`src/hdl/adc_port_cfg.svh`:
```
// Offsets, field positions, reset values and counts of the converter serial port
`ifndef ADC_PORT_CFG_SVH
`define ADC_PORT_CFG_SVH

// Register addresses carried in the low six bits of the command byte
`define ADDR_STATUS      6'h00
`define ADDR_MODE        6'h01
`define ADDR_IFMODE      6'h02
`define ADDR_DATA        6'h04

// Data lengths in bits
`define LEN_STATUS       6'h08
`define LEN_MODE         6'h10
`define LEN_IFMODE       6'h10
`define LEN_DATA         6'h18
`define LEN_UNMAPPED     6'h08

// Command byte fields
`define CMD_WEN_BIT      7
`define CMD_RD_BIT       6

// Interface mode register fields
`define IFM_CONTINUOUS_READ_ENABLE_BIT 7
`define IFM_CHK_MSB      3
`define IFM_CHK_LSB      2

// Status register fields
`define STAT_RDY_BIT     7
`define STAT_CRCERR_BIT  6

// Power-on values
`define MODE_RST         16'h0000
`define IFMODE_RST       16'h0000
`define DATA_RST         24'h000000

// Protocol constants
`define DUMMY_READ_CMD   8'h44
`define RESET_ONES       7'h40
`define CRC_POLY         8'h07

`endif

```
`src/hdl/adc_port_pkg.sv`:
```
// Types shared by the converter serial port
package adc_port_pkg;

  // Transfer phases, Gray coded along command, data, checksum
  typedef enum logic [2:0] {
    ST_CMD   = 3'h0,
    ST_WDATA = 3'h1,
    ST_WCRC  = 3'h3,
    ST_RDATA = 3'h2,
    ST_RCRC  = 3'h6
  } port_state_t;

  // Checksum select field encodings
  typedef enum logic [1:0] {
    CHK_OFF = 2'h0,
    CHK_XOR = 2'h1,
    CHK_CRC = 2'h2,
    CHK_ALT = 2'h3
  } chk_mode_t;

endpackage

```
`src/hdl/port_checksum.sv`:
```
// Polynomial and byte-XOR checksum over a left-aligned message of 2 to 5 bytes
`include "adc_port_cfg.svh"

module port_checksum (
  // Message
  input  wire logic [39:0] msg,
  input  wire logic [2:0]  nbytes,
  input  wire logic        use_xor,
  // Result
  output logic      [7:0]  sum
);

  logic [7:0] crc;
  logic [7:0] xsum;
  logic       fb;

  // Bitwise division, same remainder as appending eight zeros
  always_comb begin
    crc  = 8'h00;
    xsum = 8'h00;
    fb   = 1'b0;
    for (int i = 0; i < 40; i++) begin
      if (i < 8 * int'(nbytes)) begin
        fb  = crc[7] ^ msg[39 - i];
        crc = {crc[6:0], 1'b0} ^ (fb ? `CRC_POLY : 8'h00);
      end
    end
    for (int b = 0; b < 5; b++) begin
      if (b < int'(nbytes)) begin
        xsum = xsum ^ msg[39 - 8 * b -: 8];
      end
    end
    sum = use_xor ? xsum : crc;
  end

endmodule

```
`src/hdl/adc_serial_port.sv`:
```
// Serial register port of a sigma-delta converter with checksum protection
`include "adc_port_cfg.svh"

module adc_serial_port
  import adc_port_pkg::*;
(
  // Clock and reset
  input  wire logic        clk,
  input  wire logic        rst,
  // Serial pins
  input  wire logic        cs_n,
  input  wire logic        sclk,
  input  wire logic        din,
  output logic             dout,
  output logic             dout_oe,
  // Converter result strobe
  input  wire logic        conv_valid,
  input  wire logic [23:0] conv_data,
  // Status and configuration
  output logic             ready_n,
  output logic             crc_error,
  output logic             continuous_read_enable,
  output logic [1:0]       chk_mode,
  output logic [15:0]      mode_word,
  output logic             iface_reset
);

  // Length of each register in bits
  function automatic logic [5:0] reg_len(input logic [5:0] a);
    case (a)
      `ADDR_STATUS: reg_len = `LEN_STATUS;
      `ADDR_MODE:   reg_len = `LEN_MODE;
      `ADDR_IFMODE: reg_len = `LEN_IFMODE;
      `ADDR_DATA:   reg_len = `LEN_DATA;
      default:      reg_len = `LEN_UNMAPPED;
    endcase
  endfunction

  // Move a right-aligned word of len bits to the top of 32
  function automatic logic [31:0] align(input logic [31:0] v, input logic [5:0] len);
    align = v << (6'h20 - len);
  endfunction

  // Pin synchronisers
  logic cs_s1, cs_s2, sclk_s1, sclk_s2, sclk_s3, din_s1, din_s2;

  // Port state
  port_state_t state_reg, state_next;
  logic [5:0]  bit_cnt_reg, bit_cnt_next;
  logic [6:0]  ones_reg, ones_next;
  logic [7:0]  cmd_reg, cmd_next;
  logic [31:0] rx_reg, rx_next;
  logic [31:0] tx_reg, tx_next;
  logic [31:0] rdata_reg, rdata_next;
  logic [31:0] wdat_reg, wdat_next;
  logic        live_reg, live_next;
  logic        dout_reg, dout_next;
  logic        rst_pulse_reg, rst_pulse_next;

  // Register file and conversion state
  logic [15:0] mode_reg, mode_next;
  logic [15:0] ifmode_reg, ifmode_next;
  logic [23:0] data_reg, data_next;
  logic [23:0] pend_data_reg, pend_data_next;
  logic        pend_reg, pend_next;
  logic        rdy_reg, rdy_next;
  logic        crcerr_reg, crcerr_next;

  logic        rise, fall, sel, din_bit;
  logic [5:0]  len;
  logic        chk_on;
  logic [39:0] chk_msg;
  logic [2:0]  chk_bytes;
  logic        chk_xor;
  logic [7:0]  chk_sum;
  logic [7:0]  status_val;
  logic [31:0] rd_val;

  // Two flops per pin, three on sclk; the edge detector reads only the second and third
  always_ff @(posedge clk or posedge rst) begin
    if (rst) begin
      cs_s1   <= 1'b1;
      cs_s2   <= 1'b1;
      sclk_s1 <= 1'b1;
      sclk_s2 <= 1'b1;
      sclk_s3 <= 1'b1;
      din_s1  <= 1'b0;
      din_s2  <= 1'b0;
    end else begin
      cs_s1   <= cs_n;
      cs_s2   <= cs_s1;
      sclk_s1 <= sclk;
      sclk_s2 <= sclk_s1;
      sclk_s3 <= sclk_s2;
      din_s1  <= din;
      din_s2  <= din_s1;
    end
  end

  // Edges of the host clock; din is delayed equally so it is sampled at the edge
  assign rise    = sclk_s2 & ~sclk_s3;
  assign fall    = ~sclk_s2 & sclk_s3;
  assign sel     = ~cs_s2;
  assign din_bit = din_s2;

  assign len        = reg_len(cmd_reg[5:0]);
  assign chk_on     = (ifmode_reg[`IFM_CHK_MSB:`IFM_CHK_LSB] != CHK_OFF);
  assign status_val = {rdy_reg, crcerr_reg, 6'h00};

  // Value returned by a read; address taken from the shifter, not the next-state logic
  always_comb begin
    case ({rx_reg[4:0], din_bit})
      `ADDR_STATUS: rd_val = {24'h000000, status_val};
      `ADDR_MODE:   rd_val = {16'h0000, mode_reg};
      `ADDR_IFMODE: rd_val = {16'h0000, ifmode_reg};
      `ADDR_DATA:   rd_val = {8'h00, data_reg};
      default:      rd_val = 32'h00000000;
    endcase
  end

  // Reads checksum the command and output data; writes always use the polynomial
  always_comb begin
    chk_bytes = 3'h1 + len[5:3]; // Command byte plus len / 8 data bytes
    if (state_reg == ST_RDATA || state_reg == ST_RCRC) begin
      chk_msg = {cmd_reg, align(rdata_reg, len)};
      chk_xor = (ifmode_reg[`IFM_CHK_MSB:`IFM_CHK_LSB] == CHK_XOR);
    end else begin
      chk_msg = {cmd_reg, align(wdat_reg, len)};
      chk_xor = 1'b0;
    end
  end

  port_checksum u_chk (
    .msg    (chk_msg),
    .nbytes (chk_bytes),
    .use_xor(chk_xor),
    .sum    (chk_sum)
  );

  // Next-state logic of the transfer engine and the register file
  always_comb begin
    state_next     = state_reg;
    bit_cnt_next   = bit_cnt_reg;
    ones_next      = ones_reg;
    cmd_next       = cmd_reg;
    rx_next        = rx_reg;
    tx_next        = tx_reg;
    rdata_next     = rdata_reg;
    wdat_next      = wdat_reg;
    live_next      = live_reg;
    rst_pulse_next = 1'b0;
    mode_next      = mode_reg;
    ifmode_next    = ifmode_reg;
    data_next      = data_reg;
    pend_data_next = pend_data_reg;
    pend_next      = pend_reg;
    rdy_next       = rdy_reg;
    crcerr_next    = crcerr_reg;

    if (!sel) begin
      // Deselect aborts any transfer; the next byte is a command
      state_next   = ST_CMD;
      bit_cnt_next = 6'h00;
      ones_next    = 7'h00;
      live_next    = 1'b0;
    end else if (rise && din_bit && ones_reg == `RESET_ONES - 7'h01) begin
      // 64th consecutive high bit: whole port back to power-on
      state_next     = ST_CMD;
      bit_cnt_next   = 6'h00;
      ones_next      = 7'h00;
      live_next      = 1'b0;
      rst_pulse_next = 1'b1;
      mode_next      = `MODE_RST;
      ifmode_next    = `IFMODE_RST;
      data_next      = `DATA_RST;
      pend_next      = 1'b0;
      rdy_next       = 1'b1;
      crcerr_next    = 1'b0;
    end else begin
      if (rise) begin
        ones_next = din_bit ? ones_reg + 7'h01 : 7'h00;
        rx_next   = {rx_reg[30:0], din_bit};
      end
      // Output bits change on falling edges, after the first one of a phase
      if (fall && (state_reg == ST_RDATA || state_reg == ST_RCRC)) begin
        live_next = 1'b1;
        if (live_reg && bit_cnt_reg != 6'h00) begin
          tx_next = {tx_reg[30:0], 1'b0};
        end
      end
      unique case (state_reg)
        ST_CMD: begin
          if (ifmode_reg[`IFM_CONTINUOUS_READ_ENABLE_BIT]) begin
            // Continuous read: each fresh result goes out once; commands ignored, except a dummy read command sent during the data, which ends the mode
            if (!rdy_reg) begin
              cmd_next     = `DUMMY_READ_CMD;
              rdata_next   = {8'h00, data_reg};
              tx_next      = align({8'h00, data_reg}, `LEN_DATA);
              bit_cnt_next = 6'h00;
              live_next    = 1'b0;
              state_next   = ST_RDATA;
            end
          end else if (rise) begin
            bit_cnt_next = bit_cnt_reg + 6'h01;
            if (bit_cnt_reg == 6'h07) begin
              bit_cnt_next = 6'h00;
              cmd_next     = {rx_reg[6:0], din_bit};
              live_next    = 1'b0;
              if (!cmd_next[`CMD_WEN_BIT]) begin
                if (cmd_next[`CMD_RD_BIT]) begin
                  rdata_next = rd_val;
                  tx_next    = align(rd_val, reg_len(cmd_next[5:0]));
                  state_next = ST_RDATA;
                end else begin
                  state_next = ST_WDATA;
                end
              end
            end
          end
        end
        ST_RDATA: begin
          if (rise) begin
            bit_cnt_next = bit_cnt_reg + 6'h01;
            if (bit_cnt_reg == len - 6'h01) begin
              bit_cnt_next = 6'h00;
              if (cmd_reg[5:0] == `ADDR_DATA) begin
                rdy_next = 1'b1;
              end
              if (cmd_reg[5:0] == `ADDR_STATUS) begin
                crcerr_next = 1'b0;
              end
              if (ifmode_reg[`IFM_CONTINUOUS_READ_ENABLE_BIT] && rx_reg[22:15] == `DUMMY_READ_CMD) begin
                ifmode_next[`IFM_CONTINUOUS_READ_ENABLE_BIT] = 1'b0;
              end
              if (chk_on) begin
                tx_next    = {chk_sum, 24'h000000};
                state_next = ST_RCRC;
              end else begin
                state_next = ST_CMD;
              end
            end
          end
        end
        ST_RCRC: begin
          if (rise) begin
            bit_cnt_next = bit_cnt_reg + 6'h01;
            if (bit_cnt_reg == 6'h07) begin
              bit_cnt_next = 6'h00;
              state_next   = ST_CMD;
            end
          end
        end
        ST_WDATA: begin
          if (rise) begin
            bit_cnt_next = bit_cnt_reg + 6'h01;
            if (bit_cnt_reg == len - 6'h01) begin
              bit_cnt_next = 6'h00;
              wdat_next    = {rx_reg[30:0], din_bit};
              state_next   = chk_on ? ST_WCRC : ST_CMD;
            end
          end
        end
        ST_WCRC: begin
          if (rise) begin
            bit_cnt_next = bit_cnt_reg + 6'h01;
            if (bit_cnt_reg == 6'h07) begin
              bit_cnt_next = 6'h00;
              state_next   = ST_CMD;
              if ({rx_reg[6:0], din_bit} != chk_sum) begin
                crcerr_next = 1'b1;
              end
            end
          end
        end
        default: begin
          state_next = ST_CMD;
        end
      endcase
      // Commit a write once its data, and a matching checksum if enabled, are in
      if (rise && ((state_reg == ST_WDATA && !chk_on && bit_cnt_reg == len - 6'h01) ||
                   (state_reg == ST_WCRC && bit_cnt_reg == 6'h07 &&
                    {rx_reg[6:0], din_bit} == chk_sum))) begin
        case (cmd_reg[5:0])
          `ADDR_MODE:   mode_next   = wdat_next[15:0];
          `ADDR_IFMODE: ifmode_next = wdat_next[15:0];
          default:      mode_next   = mode_next;
        endcase
      end
    end

    // New result: raise ready first, load on the following cycle
    if (pend_reg) begin
      data_next = pend_data_reg;
      rdy_next  = 1'b0;
      pend_next = 1'b0;
    end
    if (conv_valid) begin
      pend_data_next = conv_data;
      pend_next      = 1'b1;
      rdy_next       = 1'b1;
    end

    // Pin shows data while a read phase is live, ready otherwise
    dout_next = (live_next && (state_next == ST_RDATA || state_next == ST_RCRC)) ?
                tx_next[31] : rdy_next;
  end

  // Register the transfer engine and register file
  always_ff @(posedge clk or posedge rst) begin
    if (rst) begin
      state_reg     <= ST_CMD;
      bit_cnt_reg   <= 6'h00;
      ones_reg      <= 7'h00;
      cmd_reg       <= 8'h00;
      rx_reg        <= 32'h00000000;
      tx_reg        <= 32'h00000000;
      rdata_reg     <= 32'h00000000;
      wdat_reg      <= 32'h00000000;
      live_reg      <= 1'b0;
      dout_reg      <= 1'b1;
      rst_pulse_reg <= 1'b0;
      mode_reg      <= `MODE_RST;
      ifmode_reg    <= `IFMODE_RST;
      data_reg      <= `DATA_RST;
      pend_data_reg <= `DATA_RST;
      pend_reg      <= 1'b0;
      rdy_reg       <= 1'b1;
      crcerr_reg    <= 1'b0;
    end else begin
      state_reg     <= state_next;
      bit_cnt_reg   <= bit_cnt_next;
      ones_reg      <= ones_next;
      cmd_reg       <= cmd_next;
      rx_reg        <= rx_next;
      tx_reg        <= tx_next;
      rdata_reg     <= rdata_next;
      wdat_reg      <= wdat_next;
      live_reg      <= live_next;
      dout_reg      <= dout_next;
      rst_pulse_reg <= rst_pulse_next;
      mode_reg      <= mode_next;
      ifmode_reg    <= ifmode_next;
      data_reg      <= data_next;
      pend_data_reg <= pend_data_next;
      pend_reg      <= pend_next;
      rdy_reg       <= rdy_next;
      crcerr_reg    <= crcerr_next;
    end
  end

  // Outputs; the pin floats while deselected
  assign dout                   = dout_reg;
  assign dout_oe                = ~cs_s2;
  assign ready_n                = rdy_reg;
  assign crc_error              = crcerr_reg;
  assign continuous_read_enable = ifmode_reg[`IFM_CONTINUOUS_READ_ENABLE_BIT];
  assign chk_mode               = ifmode_reg[`IFM_CHK_MSB:`IFM_CHK_LSB];
  assign mode_word              = mode_reg;
  assign iface_reset            = rst_pulse_reg;

endmodule

```
`config.mk`:
```
export PLATFORM = sky130hd
export DESIGN_NAME = adc_serial_port
export DESIGN_NICKNAME = d
export VERILOG_FILES = /design/src/hdl/adc_port_pkg.sv /design/src/hdl/port_checksum.sv /design/src/hdl/adc_serial_port.sv
export VERILOG_INCLUDE_DIRS = /design/src /design/src/hdl
export SDC_FILE = /design/constraint.sdc
export NUM_CORES = 1
export LEC_CHECK = 0
export BUFFER_PORTS_ARGS = -buffer_cell sky130_fd_sc_hd__clkbuf_2
export CAP_MARGIN = 20
export CORE_UTILIZATION = 65
export CTS_BUF_LIST = sky130_fd_sc_hd__clkbuf_8
export DETAILED_ROUTE_END_ITERATION = 7
export GPL_TIMING_DRIVEN = 0
export MAX_ROUTING_LAYER = met4
export PLACE_DENSITY = 0.91
export SKIP_LAST_GASP = 1
export SLEW_MARGIN = 30
export SYNTH_ARGS = -nofsm -noshare
export SYNTH_HDL_FRONTEND = slang
export SYNTH_SLANG_ARGS = --single-unit
```
`constraint.sdc`:
```
create_clock -name clk -period 10 [get_ports clk]
set_input_delay 2.5 -clock clk [delete_from_list [all_inputs] [get_ports clk]]
set_output_delay 2.5 -clock clk [all_outputs]
set_load 0.02 [all_outputs]
```
== After elaboration in Yosys (flattened, before gate mapping) ==
Index checks and enable logic that the tools add are counted.

* Multiplexer cells: 197
* Reductions and logical operators: 44
* Shift operators: 3
* Bitwise logic cells: 88
* Equal/unequal tests: 30
* Order comparisons: 45
* Add/subtract/negate cells: 6

{| class="wikitable"
|+ Operator list
! kind !! number
|-
| $mux W32 || 20
|-
| $mux W8 || 49
|-
| $xor A8 B8 Y8 || 43
|-
| $mux W3 || 55
|-
| $mux W16 || 9
|-
| $lt A5 B6 Y1 const A || 16
|-
| $mux W6 || 16
|-
| $pmux W24 S4 || 1
|-
| $shl A32 B6 Y32 || 3
|-
| $mux W24 || 3
|-
| $pmux W32 S2 || 1
|-
| $lt A4 B6 Y1 const A || 8
|-
| $lt A6 B6 Y1 const A || 8
|-
| $xor A1 B1 Y1 || 38
|-
| $mux W1 || 32
|-
| $mux W7 || 4
|-
| $lt A3 B6 Y1 const A || 4
|-
| $pmux W5 S2 || 2
|-
| $eq A6 B3 Y1 const B || 3
|-
| $pmux W6 S3 || 1
|-
| $reduce_and A8 Y1 || 2
|-
| $reduce_bool A2 Y1 || 8
|-
| $eq A6 B1 Y1 const B || 2
|-
| $eq A6 B2 Y1 const B || 2
|-
| 45 further kinds || 83
|}

* Output and inout bits: 24
* Input port bits: 30
* Logic and storage cells: 441
* Bits in registers: 244

== Depth between registers and ports, before layout ==
Gate-level depths: netlist of the first run.

* Depth after elaboration: 168
* Mapped depth: 26
* Gate-level depth less buffers: 21

== Hierarchy ==
Synthesis of the first run repeated with hierarchy kept, for this count alone.

* Cells, all modules: 1604
* Area, all modules: 14834.2 µm²

{| class="wikitable"
|+ Modules (own cells, without submodules)
! module !! times used !! cells an instance !! seq. area each (µm²) !! area an instance (µm²)
|-
| adc_serial_port || 1 || 1159 || 5514.0 || 11363.4
|-
| port_checksum || 1 || 445 || 0.0 || 3470.8
|}

== Least setup slack after synthesis of the first run ==
Ideal clock, no wire load.

* Kind: register -> register
* Start point: register cmd_reg[4]
* End point: register ifmode_reg[7]
* Buffers on the path: 4
* Slack: 4411 ps
* Library setup time: 118 ps
* Data required time: 9882 ps
* Cell stages (with the launch flop): 25
* Arrival time: 5471 ps
* Clock period less this slack: 5589 ps
* Cells stage by stage: dfrtp_1 > buf_4 > inv_1 > ha_1 > and2_1 > clkbuf_1 > nand2_2 > o22a_1 > and3_4 > nor2_2 > xnor3_2 > mux2_2 > xor2_4 > xnor3_1 > nor2_2 > xnor3_1 > o41a_1 > nand3_2 > xnor2_1 > nor4_4 > a21oi_2 > or2_1 > buf_2 > buf_6 > a21o_1

* Word-level cells in the longest chain between the ends: 103
* Elaborated cells on any way between the ends: 236
* Those cells by class: 3 x add/sub; 45 x order compare; 5 x eq/ne; 2 x shift; 95 x mux; 81 x bitwise; 5 x reduce/logical

{| class="wikitable"
|+ Ends and longest elaborated chain
! what !! line !! source
|-
| start: declaration || adc_serial_port.sv:51 || <nowiki>logic [7:0] cmd_reg, cmd_next;</nowiki>
|-
| start signal: assignment || adc_serial_port.sv:333 || <nowiki>cmd_reg <= cmd_next;</nowiki>
|-
| $eq A6 B2 Y1 / $eq A6 B1 Y1 (equally long branches) || adc_serial_port.sv:30, adc_serial_port.sv:283 ||
|-
| $reduce_or A2 Y1 (no line) || -- ||
|-
| $pmux W5 S2 || adc_serial_port.sv:30 || <nowiki>case (a)</nowiki>
|-
| $add A1 B3 Y3 || adc_serial_port.sv:123 || <nowiki>chk_bytes = 3'h1 + len[5:3];</nowiki>
|-
| $lt A1 B6 Y1 || port_checksum.sv:23 || <nowiki>if (i < 8 * int'(nbytes)) begin</nowiki>
|-
| $mux W3 / $mux W8 (equally long branches) || port_checksum.sv:23 ||
|-
| $xor A8 B8 Y8 / $xor A1 B1 Y1 (equally long branches) || port_checksum.sv:25, port_checksum.sv:24 ||
|-
| $mux W8 / $mux W3 (equally long branches) || port_checksum.sv:23, port_checksum.sv:25 ||
|-
| [... 87 more ...] || -- ||
|-
| $mux W8 || port_checksum.sv:23 ||
|-
| $mux W8 || port_checksum.sv:33 || <nowiki>sum = use_xor ? xsum : crc;</nowiki>
|-
| $eq A8 B8 Y1 || adc_serial_port.sv:282 || <nowiki>{rx_reg[6:0], din_bit} == chk_sum))) begin</nowiki>
|-
| $logic_and A1 B1 Y1 || adc_serial_port.sv:281 || <nowiki>(state_reg == ST_WCRC && bit_cnt_reg == 6'h07 &&</nowiki>
|-
| $logic_or A1 B1 Y1 || adc_serial_port.sv:280 || <nowiki>if (rise && ((state_reg == ST_WDATA && !chk_on && bit_cnt_reg == len - 6'h01) ||</nowiki>
|-
| $logic_and A1 B1 Y1 || adc_serial_port.sv:280 ||
|-
| $mux W16 * || adc_serial_port.sv:280 ||
|-
| $mux W16 * || adc_serial_port.sv:166 || <nowiki>end else if (rise && din_bit && ones_reg == `RESET_ONES - 7'h01) begin</nowiki>
|-
| end signal: assignment || adc_serial_port.sv:323 || <nowiki>ifmode_reg <= `IFMODE_RST;</nowiki>
|-
| end signal: assignment || adc_serial_port.sv:342 || <nowiki>ifmode_reg <= ifmode_next;</nowiki>
|-
| end: declaration || adc_serial_port.sv:62 || <nowiki>logic [15:0] ifmode_reg, ifmode_next;</nowiki>
|}

Mark *: on every way between the ends. The rest lies on a longest branch, timed or not. The select of a mux whose other input is x is not followed.
A chain may end at the register's enable or synchronous reset.

== Worst setup path in the final report of the first run ==
* Start point: register state_reg[1]
* End point: register ifmode_reg[7]

* Word-level cells in the longest chain between the ends: 86
* Elaborated cells on any way between the ends: 156
* Those cells by class: 5 x eq/ne; 76 x mux; 68 x bitwise; 7 x reduce/logical

{| class="wikitable"
|+ Ends and longest elaborated chain
! what !! line !! source
|-
| start: declaration || adc_serial_port.sv:48 || <nowiki>port_state_t state_reg, state_next;</nowiki>
|-
| start signal: assignment || adc_serial_port.sv:330 || <nowiki>state_reg <= state_next;</nowiki>
|-
| $eq A3 B2 Y1 / $eq A3 B3 Y1 (equally long branches) || adc_serial_port.sv:124, adc_serial_port.sv:191 ||
|-
| $logic_or A1 B1 Y1 || adc_serial_port.sv:124 || <nowiki>if (state_reg == ST_RDATA || state_reg == ST_RCRC) begin</nowiki>
|-
| $mux W32 || adc_serial_port.sv:124 ||
|-
| $xor A1 B1 Y1 || port_checksum.sv:24 || <nowiki>fb = crc[7] ^ msg[39 - i];</nowiki>
|-
| $mux W3 || port_checksum.sv:25 || <nowiki>crc = {crc[6:0], 1'b0} ^ (fb ? `CRC_POLY : 8'h00);</nowiki>
|-
| $xor A8 B8 Y8 || port_checksum.sv:25 ||
|-
| $mux W8 || port_checksum.sv:23 ||
|-
| $xor A8 B8 Y8 || port_checksum.sv:25 ||
|-
| [... 70 more ...] || -- ||
|-
| $mux W8 || port_checksum.sv:23 ||
|-
| $mux W8 || port_checksum.sv:33 ||
|-
| $eq A8 B8 Y1 || adc_serial_port.sv:282 ||
|-
| $logic_and A1 B1 Y1 || adc_serial_port.sv:281 ||
|-
| $logic_or A1 B1 Y1 || adc_serial_port.sv:280 ||
|-
| $logic_and A1 B1 Y1 || adc_serial_port.sv:280 ||
|-
| $mux W16 * || adc_serial_port.sv:280 ||
|-
| $mux W16 * || adc_serial_port.sv:166 ||
|}

Marks and branches as above.

==> results of run 1 <==
==> routing by layer <==
| metal | vias up | wire length (um) | share of wire [%] |
|---|---|---|---|
| met3 | 191 | 5510 | 11 |
| li1 | 6151 | - | - |
| met1 | 6702 | 19500 | 39 |
| met2 | 873 | 22200 | 45 |
| met5 | - | 0 | 0 |
| met4 | 0 | 2640 | 5.3 |
==> worst paths after layout <==
path,from,endpoint,slack (ns),depth (start not counted)
worst min register to register,cs_s1,cs_s2,0.36,0
worst max register to register,state_reg[1],ifmode_reg[7],3.34,23
min in group asynchronous,rst,wdat_reg[13],1.92,2
max in group asynchronous,rst,ready_n,7.25,3
worst min-delay path,cs_s1,cs_s2,0.36,0
worst max-delay path,state_reg[1],ifmode_reg[7],3.34,23
==> power by group through the flow <==
| stage | logic [mW] | clock network [mW] | registers [mW] |
|---|---|---|---|
| CTS | 0.198 | 0.870 | 0.972 |
| global route | 0.219 | 0.906 | 0.976 |
| global placement | 0.186 | 0 | 0.986 |
| floorplan | 0.131 | 0 | 0.964 |
| finish | 0.203 | 0.870 | 0.975 |
| detailed placement | 0.196 | 0 | 0.987 |
==> worst register-to-register path, delay by kind of cell, from the launching register on <==
kind | cells | cell delay (ns)
flops | 1 | 0.39
mux | 1 | 0.59
buf+inv | 4 | 0.70
xor+xnor | 5 | 1.99
compound gates | 4 | 0.75
simple gates | 9 | 2.16
==> cells in the mapped netlist (all sizes together) (28+ instances only) <==
library cell | count | area [um2]
nor3 | 35 | 175
dfrtp | 213 | 5330
a21oi | 98 | 513
clkbuf | 95 | 357
mux2i | 54 | 626
and3 | 28 | 180
o21ai | 176 | 885
nor2 | 118 | 463
nand2 | 330 | 1240
mux2 | 55 | 623
xnor2 | 69 | 653
and2 | 33 | 206
==> cells by family (layout without fill, tap and decap cells) <==
| group | Yosys count | count (layout) | share of synthesized area, % |
|---|---|---|---|
| compound gates | 468 | 468 | 20.5 |
| xor+xnor | 107 | 107 | 8.68 |
| fa+ha+maj | 6 | 6 | 0.517 |
| buf+inv | 138 | 261 | 4.16 |
| flops | 220 | 220 | 38.0 |
| mux | 109 | 109 | 8.60 |
| other cells | 0 | 2 | 0 |
| simple gates | 629 | 629 | 19.5 |
==> metrics by stage <==
stage | util [%] | power [mW]
after global placement | 69.3 | 1.17
after floorplan | - | 1.10
final | 73.3 | 2.05
after detailed placement | 69.6 | 1.18
after CTS | 73.3 | 2.04
after global routing | 73.3 | 2.10
==> layout make-up <==
class / count / area (um2)
Inverter: 22 / 90.1
Multi-Input combinational cell: 1319 / 8400
Sequential cell: 220 / 5510
Antenna cell: 2 / 5.00
Buffer: 116 / 522
Tap cell: 280 / 350
Clock inverter: 27 / 235
Clock buffer: 41 / 564
Fill cell: 1663 / 5820
Timing Repair Buffer: 55 / 320
==> metrics.md, run 1 <==
| Metric | Value |
|---|---|
| Outcome | completed |
| Grt ovf | 0 |
| Slew headroom | 30.6% |
| Root buffer cell | clkbuf_8 |
| Commonest non-fill, non-tap cell in the layout | nand2_1 |
| Fin Hold WS | 0.357 ns |
| Cell Rows | 54 |
| Crit path launch type | flop |
| Netlist cell types | 93 |
| Non-Filler Instances | 2082 |
| Worst Path Required | 10.43 ns |
| Max reg flops | 32 |
| Final TNS setup | 0 ns |
| CP Cell Sequence | nor2b_1, buf_6, buf_12, mux2i_1, nor2_1, nor3_1, xor2_2, xnor3_2, xor2_4, xnor3_1, nor2_2, xnor3_1, nand3b_1, nor4b_1, nor4_1, o2111a_1, o2111ai_1, nor4_4, a21oi_2, or2_1, buf_2, buf_6, a21o_1 |
| Via count | 13917 |
| Pre-CTS WS | 3.52 ns |
| Setup Skew | 0.0467 ns |
| Max FO, Critical Path | 10 |
| Top cell family by delay on the critical path | simple AND/OR/NAND/NOR gates |
| Total wire length | 49900 um |
| Synthesis-stage register bit count | 220 |
| Sequential power share | 47.6% |
| GRT Util Overall | 45.7% |
| H-Tree Depth | 2 |
| PD cells | 128 nW/um2 |
| Die width | 151 um |
| M2 GR Usage | 68.4% |
| Synthesized area | 14500 um2 |
| Largest net degree at the start of global routing | 98 |
| Final worst slack | 3.34 ns |
| HPWL after DPL | 37900 um |
| Clock Tree Buf Depth | 3 |
| CP max stage delay | 0.59 ns |
| Starting Density | 66.5% |
| Post-cts sizing count | 0 |
| Num ports | 54 |
| Final nets | 1807 |
| Clock latency on the worst-skew pair | 0.57 ns |
| Crit-path slowest cell | mux2i_1 |
| Worst-margin pin slew | 1.04 ns |
| Post-synth EDFFs | 0 |
| Cell Int Power | 1.48 mW |
| Mapped Cells | 1677 |
| Max Freq | 150 MHz |
| Finished layout cell area | 16000 um2 |
| Global-route wire length before repair | 75200 um |
| Placed cell area | 15200 um2 |
| Die Span Y | 151 um |
| GPL Wtd Cong | 1.05 |
| Clock share of power | 42.5% |
| TritonCTS clock tree | done |
| Initial DRC Count | 1339 |
| Residual DRC | 0 |
| Leak Pwr | 7.18 nW |
| Bufs and invs on worst path | 4 |
| Max-cap violations | 0 |
| Switch share | 27.9% |
| Critical path arrival | 7.09 ns |
| Minimum clock period | 6.66 ns |
| Ys flop type | dfrtp_1 |
| Vias per cell | 6.68 |
| Final ANT Viol Nets | 0 |
| Final Max Slew Viols | 0 |
| Fin. Hold Viols | 0 |
| Hold Crit Class | reg2reg |
| Hold buffers post-CTS | 0 |
| Ys Warns | 0 |
| RSZ-0062 raised after global routing | false |
| Max rail drop VDD | 0.132 mV |
| Clock tree sinks | 220 |
| WL/cell | 24.0 um |
| Most frequent cells in the layout | 329 x nand2_1, 213 x dfrtp_1, 158 x o21ai_0, 112 x nor2_1, 95 x clkbuf_1 |
| Core area | 21800 um2 |
| Global routing's busiest layer | met2 |
| Crit end category | flop |
| Critical path class | reg2reg |
| NetSw | 571 uW |
| Post-Syn Area per Cell | 8.65 um2 |
| Setup Fix Bufs, Post-CTS | 0 |
| Synthesized net count | 1713 |
| Setup-failing EPs final | 0 |
| Combinational share of power | 9.9% |
| Post-synth ARST share | 100% |
| Cts bufs inserted | 37 |
| Area delta synth->final | 10.3% |
| Die area | 22900 um2 |
| Met1 Use GR | 59.0% |
| GRT met3 Usage | 9.67% |
| Sequential cell area fraction in the yosys report | 38.0% |
| Number of global-route vias before repair | 13117 |
| Number of buffers added on ports | 53 |
| Clock transition at path regs | 0.06 ns |
| Antenna violations before repair | 3 |
| Share of layout cells above drive strength 1 | 13.4% |
| Drt first pass iters | 7 |
| Placed cells | 2012 |
| Final critical-path share of the clock period | 66.6% |
(Power assumes the default switching activity.)
==> run 2: changes to the inputs <==
==> constraint.sdc (replaced) <==
create_clock -name clk -period 6.8 [get_ports clk]
set_input_delay 1.7 -clock clk [delete_from_list [all_inputs] [get_ports clk]]
set_output_delay 1.7 -clock clk [all_outputs]
set_load 0.02 [all_outputs]
==> metrics.md, run 2 (synthesis results as in run 1) <==
| Metric | Value |
|---|---|
| Largest net degree at the start of global routing | 30 (-69%) |
| Cell Int Power | 2.16 mW (+46%) |
| Area delta synth->final | 11.7% |
| Total wire length | 49400 um (-0.94%) |
| Root buffer cell | clkbuf_8 |
| Worst Path Required | 7.20 ns (-3.23 ns) |
| Via count | 13891 (-0.19%) |
| Switch share | 27.6% (-0.28 points) |
| Drt first pass iters | 6 (-1) |
| Clock transition at path regs | 0.07 ns (about the same) |
| Slew headroom | 32.9% (+2.3 points) |
| Antenna violations before repair | 1 (-2) |
| Crit path capture | ifmode_reg[11] |
| Sequential power share | 48.1% (+0.5 points) |
| NetSw | 822 uW (+44%) |
| GRT met3 Usage | 10.5% (+0.78 points) |
| Finished layout cell area | 16200 um2 (+1.3%) |
| Setup Skew | 0.0431 ns (-0.00362 ns) |
| Max-cap violations | 0 (unchanged) |
| Outcome | completed |
| Met1 Use GR | 57.9% (-1.1 points) |
| Max Freq | 153 MHz (+1.9%) |
| Share of layout cells above drive strength 1 | 14.3% (+0.96 points) |
| Leak Pwr | 7.25 nW (+1.1%) |
| Setup crit start | state_reg[1] |
| Max reg flops | 32 (unchanged) |
| GPL Wtd Cong | 1.04 (-0.88%) |
| Fin. Hold Viols | 0 (unchanged) |
| Pre-CTS WS | 0.444 ns (-3.08 ns) |
| Clock latency on the worst-skew pair | 0.55 ns (-0.02 ns) |
| Grt ovf | 0 (unchanged) |
| GRT Util Overall | 45.3% (-0.38 points) |
| Final TNS setup | 0 ns (unchanged) |
| Critical path class | reg2reg |
| Starting Density | 66.5% (unchanged) |
| Number of global-route vias before repair | 13127 (+0.076%) |
| Max FO, Critical Path | 10 (unchanged) |
| Crit end category | flop |
| Core area | 21800 um2 (unchanged) |
| Final worst slack | 0.265 ns (-3.07 ns) |
| Num ports | 54 (unchanged) |
| Die area | 22900 um2 (unchanged) |
| Residual DRC | 0 (unchanged) |
| Worst r2r dst | ifmode_reg[11] |
| Most frequent cells in the layout | 329 x nand2_1, 213 x dfrtp_1, 158 x o21ai_0, 112 x nor2_1, 94 x clkbuf_1 |
| Global-route wire length before repair | 74700 um (-0.74%) |
| Max rail drop VDD | 0.189 mV (+43%) |
| M2 GR Usage | 67.2% (-1.2 points) |
| Minimum clock period | 6.53 ns (-0.126 ns) |
| Number of buffers added on ports | 53 (unchanged) |
| PD cells | 184 nW/um2 (+44%) |
| R2r setup slk | 0.27 ns (-3.07 ns) |
| Reg2reg path depth | 22 (-4.3%) |
| Final Max Slew Viols | 0 (unchanged) |
| Worst-margin pin slew | 0.998 ns (-0.0426 ns) |
| Power consumption | 2.98 mW (+45%) |
| Combinational share of power | 10.4% (+0.5 points) |
| Global routing's busiest layer | met2 |
| Initial DRC Count | 1427 (+6.6%) |
| Post-Route Utilization | 74.2% (+0.93 points) |
| Crit path launch type | flop |
| Cts bufs inserted | 36 (-2.7%) |
| Critical path arrival | 6.94 ns (-0.15 ns) |
| Clock Tree Buf Depth | 3 (unchanged) |
| Cell Rows | 54 (unchanged) |
| Hold Crit Class | reg2reg |
| Placed cell area | 15400 um2 (+1.1%) |
| Final critical-path share of the clock period | 96.1% (+29 points) |
| Vias per cell | 6.66 (-0.38%) |
| TritonCTS clock tree | done |
| RSZ-0062 raised after global routing | false |
| WL/cell | 23.7 um (-1.1%) |
| Critical R2R Launch | state_reg[1] |
| Commonest non-fill, non-tap cell in the layout | nand2_1 |
| H-Tree Depth | 2 (unchanged) |
| Setup-failing EPs final | 0 (unchanged) |
| Final nets | 1817 (+0.55%) |
| Clock share of power | 41.5% (-1.0 points) |
| Clock tree sinks | 220 (unchanged) |
| Die width | 151 um (unchanged) |
| Die Span Y | 151 um (unchanged) |
| HPWL after DPL | 37800 um (-0.29%) |
| Final ANT Viol Nets | 0 (unchanged) |
## run 2: cell types whose count changed in the layout (fill, tap and decap cells not counted), sizes merged
cell      before  now
buf           23   34
inv           40   35
clkinv         5    2
clkbuf       189  191
bufinv         4    3
clkinvlp       0    1
diode          2    1
## run 2: worst min path at each step
stage                       from       to  slack, ns  depth (start not counted)
final                      cs_s1    cs_s2       0.35                          0
after global routing       cs_s1    cs_s2       0.35                          0
after CTS                  cs_s1    cs_s2       0.35                          0
after detailed placement  din_s1  din_bit       0.35                          0
after global placement    din_s1  din_bit       0.34                          0
after floorplan           din_s1  din_bit       0.33                          0
## run 2: layout make-up
class                   instances  area (um2)
diodes                          1        2.50
clock inverters                19         168
fillers                      1625        5620
plain buffers                 116         523
flip-flops and latches        220        5510
well taps                     280         350
clock buffers                  43         592
repair buffers                 66         513
multi-input cells            1319        8450
inverters                      22        86.3
## run 2: worst max-delay path: stages, from the launching register on
cell	delay, ns
dfrtp_1	0.40
nor2b_1	0.20
buf_6	0.19
buf_12	0.18
mux2i_2	0.43
nor2_1	0.08
nor3_1	0.36
xor2_2	0.39
xnor3_2	0.57
xor2_4	0.30
xnor3_1	0.27
nor2_2	0.24
xnor3_1	0.46
nand3b_1	0.24
nor4b_1	0.17
nor4_1	0.28
o2111a_1	0.23
o2111ai_1	0.16
nor4_4	0.23
a21oi_2	0.19
clkbuf_1	0.28
o31ai_1	0.39
o21ai_1	0.14
## run 2: power groups by stage
stage | Clock (mW) | Combinational (mW) | Sequential [mW]
2_1_floorplan | 0 | 0.193 | 1.42
3_3_place_gp | 0 | 0.275 | 1.45
3_5_place_dp | 0 | 0.300 | 1.45
4_1_cts | 1.23 | 0.302 | 1.43
5_1_grt | 1.29 | 0.334 | 1.43
6_report | 1.24 | 0.310 | 1.43
## run 2: per-stage QoR
step,hold WS [ns],cells
5_1_grt,0.345,2086
4_1_cts,0.353,2081
6_report,0.348,2086
2_1_floorplan,0.331,1677
3_3_place_gp,0.336,2010
3_5_place_dp,0.346,2019
## run 2: repair_timing
item / 4_1_cts / 5_1_grt
setup endpoints to repair: 0 / 23
hold buffers: 0 / 0
resized for setup: 0 / 12
setup buffers: 0 / 4
hold endpoints to repair: 0 / 0
## run 2: per-layer routing
metal	routed length [um]	up-vias
li1	-	6165
met1	19300	6644
met2	21600	867
met3	5590	215
met4	2950	0
met5	0	-
